===== src/design/lesp_params.svh =====
`ifndef LESP_PARAMS_SVH
`define LESP_PARAMS_SVH

`define LESP_WORD_BITS 16
`define LESP_RW_BIT 15
`define LESP_ADDR_MSB 14
`define LESP_ADDR_LSB 8
`define LESP_DATA_MSB 7
`define LESP_CFG_ADDR 7'h04
`define LESP_CFG_PIN_BIT 7
`define LESP_SHIFT_RST 16'h0000
`define LESP_NUM_REGS 128

`endif


===== src/design/lesp_pkg.sv =====
`include "lesp_params.svh"

package lesp_pkg;

	typedef struct packed {
		logic rw;
		logic [6:0] addr;
		logic [7:0] data;
	} lesp_word_t;

	typedef struct packed {
		logic sclk;
		logic cs_n;
		logic din;
	} lesp_pins_t;

	typedef struct packed {
		logic rise;
		logic fall;
		logic cs_rise;
		logic cs_fall;
	} lesp_edges_t;

	typedef enum logic [2:0] {
		LESP_IDLE = 3'b001,
		LESP_SHIFT = 3'b010,
		LESP_LATCH = 3'b100
	} lesp_state_t;

endpackage


===== src/design/lesp_regfile.sv =====
`timescale 1ns/1ps
`default_nettype none
`include "lesp_params.svh"

module lesp_regfile
	import lesp_pkg::*;
#(
	parameter int NUM_REGS = `LESP_NUM_REGS
) (
	input wire logic clk,
	input wire logic rst,
	input wire logic wr_en,
	input wire logic [6:0] wr_addr,
	input wire logic [7:0] wr_data,
	input wire logic [6:0] rd_addr,
	output logic [7:0] rd_data
);

	logic [7:0] mem_q [NUM_REGS];
	logic [7:0] mem_d [NUM_REGS];

	always_comb begin
		for (int i = 0; i < NUM_REGS; i++) begin
			mem_d[i] = mem_q[i];
		end
		if (wr_en) begin
			mem_d[wr_addr] = wr_data;
		end
	end

	always_ff @(posedge clk or posedge rst) begin
		if (rst) begin
			for (int i = 0; i < NUM_REGS; i++) begin
				mem_q[i] <= 8'h00;
			end
		end else begin
			for (int i = 0; i < NUM_REGS; i++) begin
				mem_q[i] <= mem_d[i];
			end
		end
	end

	assign rd_data = mem_q[rd_addr];

endmodule

`default_nettype wire


===== src/design/lesp_serial_port.sv =====
`timescale 1ns/1ps
`default_nettype none
`include "lesp_params.svh"

////////////////////////////////////////////////////////////////////////////////
// Overview of operation
// - word is command byte then data byte
// - bit 15 read flag, bits 14-8 address
// - select low enables the shift register
// - deselect accepted with clock high or low
// - last sixteen bits latched on deselect
// - read discards dummy data byte
// - read loads register into low byte
// - output lags input 15.5 clocks, falling edge
// - shared pin is output when config bit clear
// - power-up pin function is a build option
// - ignore clock and data while deselected
// - sample input on rising clock edge
// - output driven from one clock after output mode is set, not during reset
module lesp_serial_port
	import lesp_pkg::*;
#(
	parameter bit PIN_PWM_CLOCK_DEFAULT = 1'b0
) (
	input wire logic clk,
	input wire logic rst,
	input wire logic sclk,
	input wire logic cs_n,
	input wire logic din,
	input wire logic serial_out_or_pwm_clock_pin_i,
	output logic serial_out_or_pwm_clock_pin_o,
	output logic serial_out_or_pwm_clock_pin_oe,
	output logic pwm_clock_input,
	output logic wr_strobe,
	output logic [6:0] wr_addr,
	output logic [7:0] wr_data
);

	////////////////////////////////////////////////////////////////////////////
	lesp_pins_t pins_async, pins;
	lesp_edges_t edges;
	logic [7:0] rd_data;
	logic pwm_meta_q, pwm_meta_d;
	logic pwm_sync_q, pwm_sync_d;

	assign pins_async = '{sclk: sclk, cs_n: cs_n, din: din};

	lesp_sync u_sync (
		.clk(clk),
		.rst(rst),
		.pins_async(pins_async),
		.pins_sync(pins),
		.edges(edges)
	);

	////////////////////////////////////////////////////////////////////////////
	lesp_state_t state_q, state_d;
	logic [15:0] shift_q, shift_d;
	logic dout_q, dout_d;
	logic pin_cfg_q, pin_cfg_d;
	logic rd_pend_q, rd_pend_d;
	logic [6:0] rd_addr_q, rd_addr_d;
	logic wr_q, wr_d;
	logic [6:0] wa_q, wa_d;
	logic [7:0] wd_q, wd_d;
	logic oe_q, oe_d;
	lesp_word_t word;

	assign word = shift_q;

	function automatic logic is_cfg(input logic [6:0] a);
		return a == `LESP_CFG_ADDR;
	endfunction

	lesp_regfile u_regs (
		.clk(clk),
		.rst(rst),
		.wr_en(wr_q),
		.wr_addr(wa_q),
		.wr_data(wd_q),
		.rd_addr(rd_addr_q),
		.rd_data(rd_data)
	);

	always_comb begin
		state_d = state_q;
		shift_d = shift_q;
		dout_d = dout_q;
		pin_cfg_d = pin_cfg_q;
		rd_pend_d = 1'b0;
		rd_addr_d = rd_addr_q;
		wr_d = 1'b0;
		wa_d = wa_q;
		wd_d = wd_q;
		case (state_q)
			LESP_IDLE: begin
				if (edges.cs_fall) begin
					state_d = LESP_SHIFT;
				end
			end
			LESP_SHIFT: begin
				// rising edge samples din; clock ignored otherwise
				if (edges.rise && !pins.cs_n) begin
					shift_d = {shift_q[14:0], pins.din};
				end
				// half-clock lag: msb leaves on falling edge
				if (edges.fall && !pins.cs_n) begin
					dout_d = shift_q[15];
				end
				if (edges.cs_rise) begin
					state_d = LESP_LATCH;
				end
			end
			LESP_LATCH: begin
				state_d = LESP_IDLE;
				if (word.rw) begin
					// dummy byte dropped, replaced one cycle later
					rd_pend_d = 1'b1;
					rd_addr_d = word.addr;
				end else begin
					wr_d = 1'b1;
					wa_d = word.addr;
					wd_d = word.data;
					if (is_cfg(word.addr)) begin
						pin_cfg_d = word.data[`LESP_CFG_PIN_BIT];
					end
				end
			end
			default: state_d = LESP_IDLE;
		endcase
		if (rd_pend_q) begin
			shift_d[`LESP_DATA_MSB:0] = rd_data;
			if (is_cfg(rd_addr_q)) begin
				shift_d[`LESP_CFG_PIN_BIT] = pin_cfg_q;
			end
		end
		oe_d = ~pin_cfg_q;
		pwm_meta_d = serial_out_or_pwm_clock_pin_i;
		pwm_sync_d = pwm_meta_q;
	end

	always_ff @(posedge clk or posedge rst) begin
		if (rst) begin
			state_q <= LESP_IDLE;
			shift_q <= `LESP_SHIFT_RST;
			dout_q <= 1'b0;
			pin_cfg_q <= PIN_PWM_CLOCK_DEFAULT;
			rd_pend_q <= 1'b0;
			rd_addr_q <= 7'h00;
			wr_q <= 1'b0;
			wa_q <= 7'h00;
			wd_q <= 8'h00;
			oe_q <= 1'b0;
			pwm_meta_q <= 1'b0;
			pwm_sync_q <= 1'b0;
		end else begin
			state_q <= state_d;
			shift_q <= shift_d;
			dout_q <= dout_d;
			pin_cfg_q <= pin_cfg_d;
			rd_pend_q <= rd_pend_d;
			rd_addr_q <= rd_addr_d;
			wr_q <= wr_d;
			wa_q <= wa_d;
			wd_q <= wd_d;
			oe_q <= oe_d;
			pwm_meta_q <= pwm_meta_d;
			pwm_sync_q <= pwm_sync_d;
		end
	end

	assign serial_out_or_pwm_clock_pin_o = dout_q;
	assign serial_out_or_pwm_clock_pin_oe = oe_q;
	assign pwm_clock_input = pwm_sync_q;
	assign wr_strobe = wr_q;
	assign wr_addr = wa_q;
	assign wr_data = wd_q;
endmodule

`default_nettype wire


===== src/design/lesp_sync.sv =====
`timescale 1ns/1ps
`default_nettype none

module lesp_sync
	import lesp_pkg::*;
(
	input wire logic clk,
	input wire logic rst,
	input wire lesp_pins_t pins_async,
	output lesp_pins_t pins_sync,
	output lesp_edges_t edges
);

	lesp_pins_t meta_q, meta_d;
	lesp_pins_t sync_q, sync_d;
	lesp_pins_t prev_q, prev_d;
	lesp_edges_t edg_q, edg_d;

	always_comb begin
		meta_d = pins_async;
		sync_d = meta_q;
		prev_d = sync_q;
		edg_d.rise = sync_q.sclk & ~prev_q.sclk;
		edg_d.fall = ~sync_q.sclk & prev_q.sclk;
		edg_d.cs_rise = sync_q.cs_n & ~prev_q.cs_n;
		edg_d.cs_fall = ~sync_q.cs_n & prev_q.cs_n;
	end

	// idle pin levels: select deasserted, clock low
	always_ff @(posedge clk or posedge rst) begin
		if (rst) begin
			meta_q <= 3'b010;
			sync_q <= 3'b010;
			prev_q <= 3'b010;
			edg_q <= 4'h0;
		end else begin
			meta_q <= meta_d;
			sync_q <= sync_d;
			prev_q <= prev_d;
			edg_q <= edg_d;
		end
	end

	assign pins_sync = prev_q;
	assign edges = edg_q;

endmodule

`default_nettype wire

===== config.mk =====
export PLATFORM = sky130hd
export DESIGN_NAME = lesp_serial_port
export DESIGN_NICKNAME = d
export VERILOG_FILES = /design/src/design/lesp_pkg.sv /design/src/design/lesp_regfile.sv /design/src/design/lesp_serial_port.sv /design/src/design/lesp_sync.sv
export VERILOG_INCLUDE_DIRS = /design/src /design/src/design
export SDC_FILE = /design/constraint.sdc
export NUM_CORES = 2
export LEC_CHECK = 0
export BUFFER_PORTS_ARGS = -buffer_cell sky130_fd_sc_hd__buf_2
export CAP_MARGIN = 5
export CORE_MARGIN = 4
export CORE_UTILIZATION = 64
export CTS_CLUSTER_SIZE = 16
export DETAILED_ROUTE_END_ITERATION = 16
export GPL_ROUTABILITY_DRIVEN = 0
export PLACE_DENSITY = 0.79
export SYNTH_ARGS = -nofsm -noshare
export SYNTH_HDL_FRONTEND = slang
export SYNTH_SLANG_ARGS = --single-unit

===== constraint.sdc =====
create_clock -name clk -period 56 [get_ports clk]
set_clock_uncertainty 0.05 [all_clocks]
set_input_delay 14 -clock clk [delete_from_list [all_inputs] [get_ports clk]]
set_output_delay 14 -clock clk [all_outputs]
set_load 0.03 [all_outputs]

==> metrics.md <==
| Metric | Value |
|---|---|
| Worst Max-Slew Pin Slew | 1.34 ns |
| Cell area after layout | 54,300 um2 |
| Syn-to-layout area delta | 9.71% |
| Max VDD drop | 0.0249 mV |
| MaxCap Viol Count | 0 |
| Hold Path Class | reg -> reg |
| Arr. time, crit path | 17.62 ns |
| Number of synthesized register bits | 1,085 |
| Post-CTS Setup Inserts | 0 |
| WL per Instance | 28.9 um |
| Crit. End Element | async pin |
| Seq/Total Area, Yosys | 0.548 |
| Leak | 25.4 nW |
| Period utilization | 0.304 |
| Die area | 81,900 um2 |
| Vias per cell | 6.71 |
| Worst slew margin | 0.106 |
| Vias in the first global route | 31,300 |
| Max Freq | 0.0587 GHz |
| Tot GR Track Use | 0.314 |
| Cts hold-fix bufs | 0 |
| Bufs and invs on worst path | 5 |
| Starting DRT DRC Count | 2,862 |
| Post-Syn Instances | 3,303 |
| Final setup violation count | 0 |
| Commonest non-fill, non-tap cell in the layout | dfrtp_1 |
| Largest cells by area after synthesis | dfrtp_1, mux2_2, mux4_2, mux2i_1, nand2_1 |
| IO buf count | 24 |
| Primary FF master, synth | dfrtp_1 |
| Status | completed |
| Fraction of layout cells with a size suffix above 1 | 0.477 |
| Clk Tree Root Cell | clkbuf_16 |
| Hold Crit Endpoint | u_sync.prev_d[2] |
| CTS sink count | 1,085 |
| Layout Nets | 3,260 |
| Synth cell types | 57 |
| Crit. Startpoint | rst |
| Die Wd | 286 um |
| Initial core utilization | 0.649 |
| Reg area | 27,200 um2 |
| Unrepaired setup endpoints after global routing | false |
| Period minus WS final | 17.02 ns |
| Num CTS Buffers | 110 |
| Row cnt | 101 |
| Post-synth EDFFs | 0 |
| Latest clock arrival within the worst-skew pair | 0.69 ns |
| Reg2reg path depth | 8 |
| Drt drc | 0 |
| Worst path max stage delay | 0.91 ns |
| Congestion Overflow GR | 0 |
| Syn nets | 3,309 |
| R2R Setup Slk | 51.29 ns |
| Layout Cells excl Fill | 4,379 |
| Worst r2r src | rd_addr_q[2] |
| Initial antenna violation count | 0 |
| Pins Over Slew Limit | 0 |
| Post-synth top area share | 0.546 |
| H-tree depth | 3 |
| CTS tree | built |
| Ports | 25 |
| Slowest-stage cell, CP | buf_4 |
| Crit path cell chain | buf_2 -> inv_8 -> buf_4 -> buf_4 -> buf_4 |
| Critical path required time | 56.60 ns |
| Worst R2R End | shift_q[1] |
| Core area | 76,300 um2 |
| Largest net degree at the start of global routing | 185 |
| CP most frequent cell | buf_4 |
| Worst Setup Path Type | in -> async |
| Multi-input gate area | 21,200 um2 |
| Final Hold Fails | 0 |
| Commonest non-fill, non-tap cells in the layout | dfrtp_1, mux2_2, mux2i_1, mux4_2, nand2_1 |
| CP delay by family, top | buffers and inverters |
| Syn Area/Cell | 15.0 um2 |
| Crit path max fanout | 142 |
| Setup crit start kind | input pin |
| WL final | 127,000 um |
| Critical Path Stages | 5 |
| Die Ht | 286 um |
| Max clock buf depth | 3 |
| DP Wirelength | 78,300 um |
| First-pass GRT wire length | 195,000 um |
| Antenna-violating nets left | 0 |
| Synth area leader | dfrtp_1 |
| DRT Pass-1 Iters | 5 |
| Setup tns final | 0 ns |
| FILL cells | 4,852 |
| Final Power | 1.60 mW |
| Reg clk slew, reported paths | 0.06 ns |
| Post-CTS sizing | 0 |
| Hold Startpoint | u_sync.meta_q[2] |
| Placed Cells | 4,171 |
| Async SR Flop Fraction | 1.00 |
| Cell area after synthesis | 49,500 um2 |
| Power per cell area | 29.5 nW/um2 |
| Via count | 29,400 |
| Worst Hold Depth | 0 |
| Ys Warns | 0 |
| DP Area | 50,300 um2 |
[cell families after synthesis]
kind of cell | after synthesis | share of synthesized area
and+or+nand+nor | 339 | 0.0342
buffers and inverters | 245 | 0.0243
DFF | 1085 | 0.548
muxes | 1458 | 0.369
AOI/OAI and AO/OA | 176 | 0.0242
[per-stage QoR]
step | hold WS (ns) | util | worst slack, ns
floorplan | 0.281 | - | 11.41
global placement | 0.289 | 0.659 | 38.29
detailed placement | 0.286 | 0.659 | 38.09
CTS | 0.306 | 0.712 | 38.82
global route | 0.310 | 0.712 | 38.32
finish | 0.305 | 0.712 | 38.98
[where the power goes]
group / switching, mW / internal, mW / total (mW) / leakage, nW
Sequential: 0.000816 / 0.785 / 0.786 / 15.1
Combinational: 0.0154 / 0.00124 / 0.0167 / 8.35
Clock: 0.317 / 0.483 / 0.800 / 1.98
[Yosys cell counts (10+ instances only)]
master / count
nor2b_1: 14
buf_4: 25
nor2_2: 33
clkbuf_1: 149
nand3_1: 21
a31oi_1: 11
nor2_1: 32
o21ai_0: 23
mux2i_1: 214
nor3_1: 17
a21oi_1: 31
mux4_2: 188
o22ai_1: 25
buf_2: 44
mux2_2: 1056
nand2b_1: 10
buf_6: 18
a22oi_1: 41
dfrtp_1: 1081
and3_1: 13
nand2_1: 152
[state kept, by name, indices dropped and copies added, names as in the netlist]
register	flops
pwm_clock_input	1
wr_data	8
u_sync.pins_sync	3
pin_cfg_q	1
u_sync.edges	4
shift_q	16
rd_addr_q	7
u_regs.mem_q	1024
pwm_meta_q	1
rd_pend_q	1
wr_addr	7
wr_strobe	1
serial_out_or_pwm_clock_pin_o	1
u_sync.meta_q	3
serial_out_or_pwm_clock_pin_oe	1
state_q	3
u_sync.prev_d	3
[routing by layer]
| metal | track usage | wire (um) |
|---|---|---|
| met2 | 0.485 | 59200 |
| met4 | 0.144 | 6460 |
| met1 | 0.440 | 52100 |
| met3 | 0.0603 | 9060 |
| met5 | 0 | 0 |
[cell type report]
class / instances / area share
sequential: 1085 / 0.501
multi-input combinational: 1973 / 0.391
clock buffer: 148 / 0.0581
tap: 1030 / 0.0237
clock inverter: 58 / 0.0157
timing repair buffer: 78 / 0.0105
inverter: 6 / 0.000553
antenna: 1 / 0.0000461
[worst max path at each step]
stage	endpoint
floorplan	pin_cfg_q
global placement	u_regs.mem_q[785]
detailed placement	u_regs.mem_q[793]
CTS	u_regs.mem_q[940]
global route	u_regs.mem_q[827]
finish	u_regs.mem_q[827]
(Power assumes the default switching activity.)
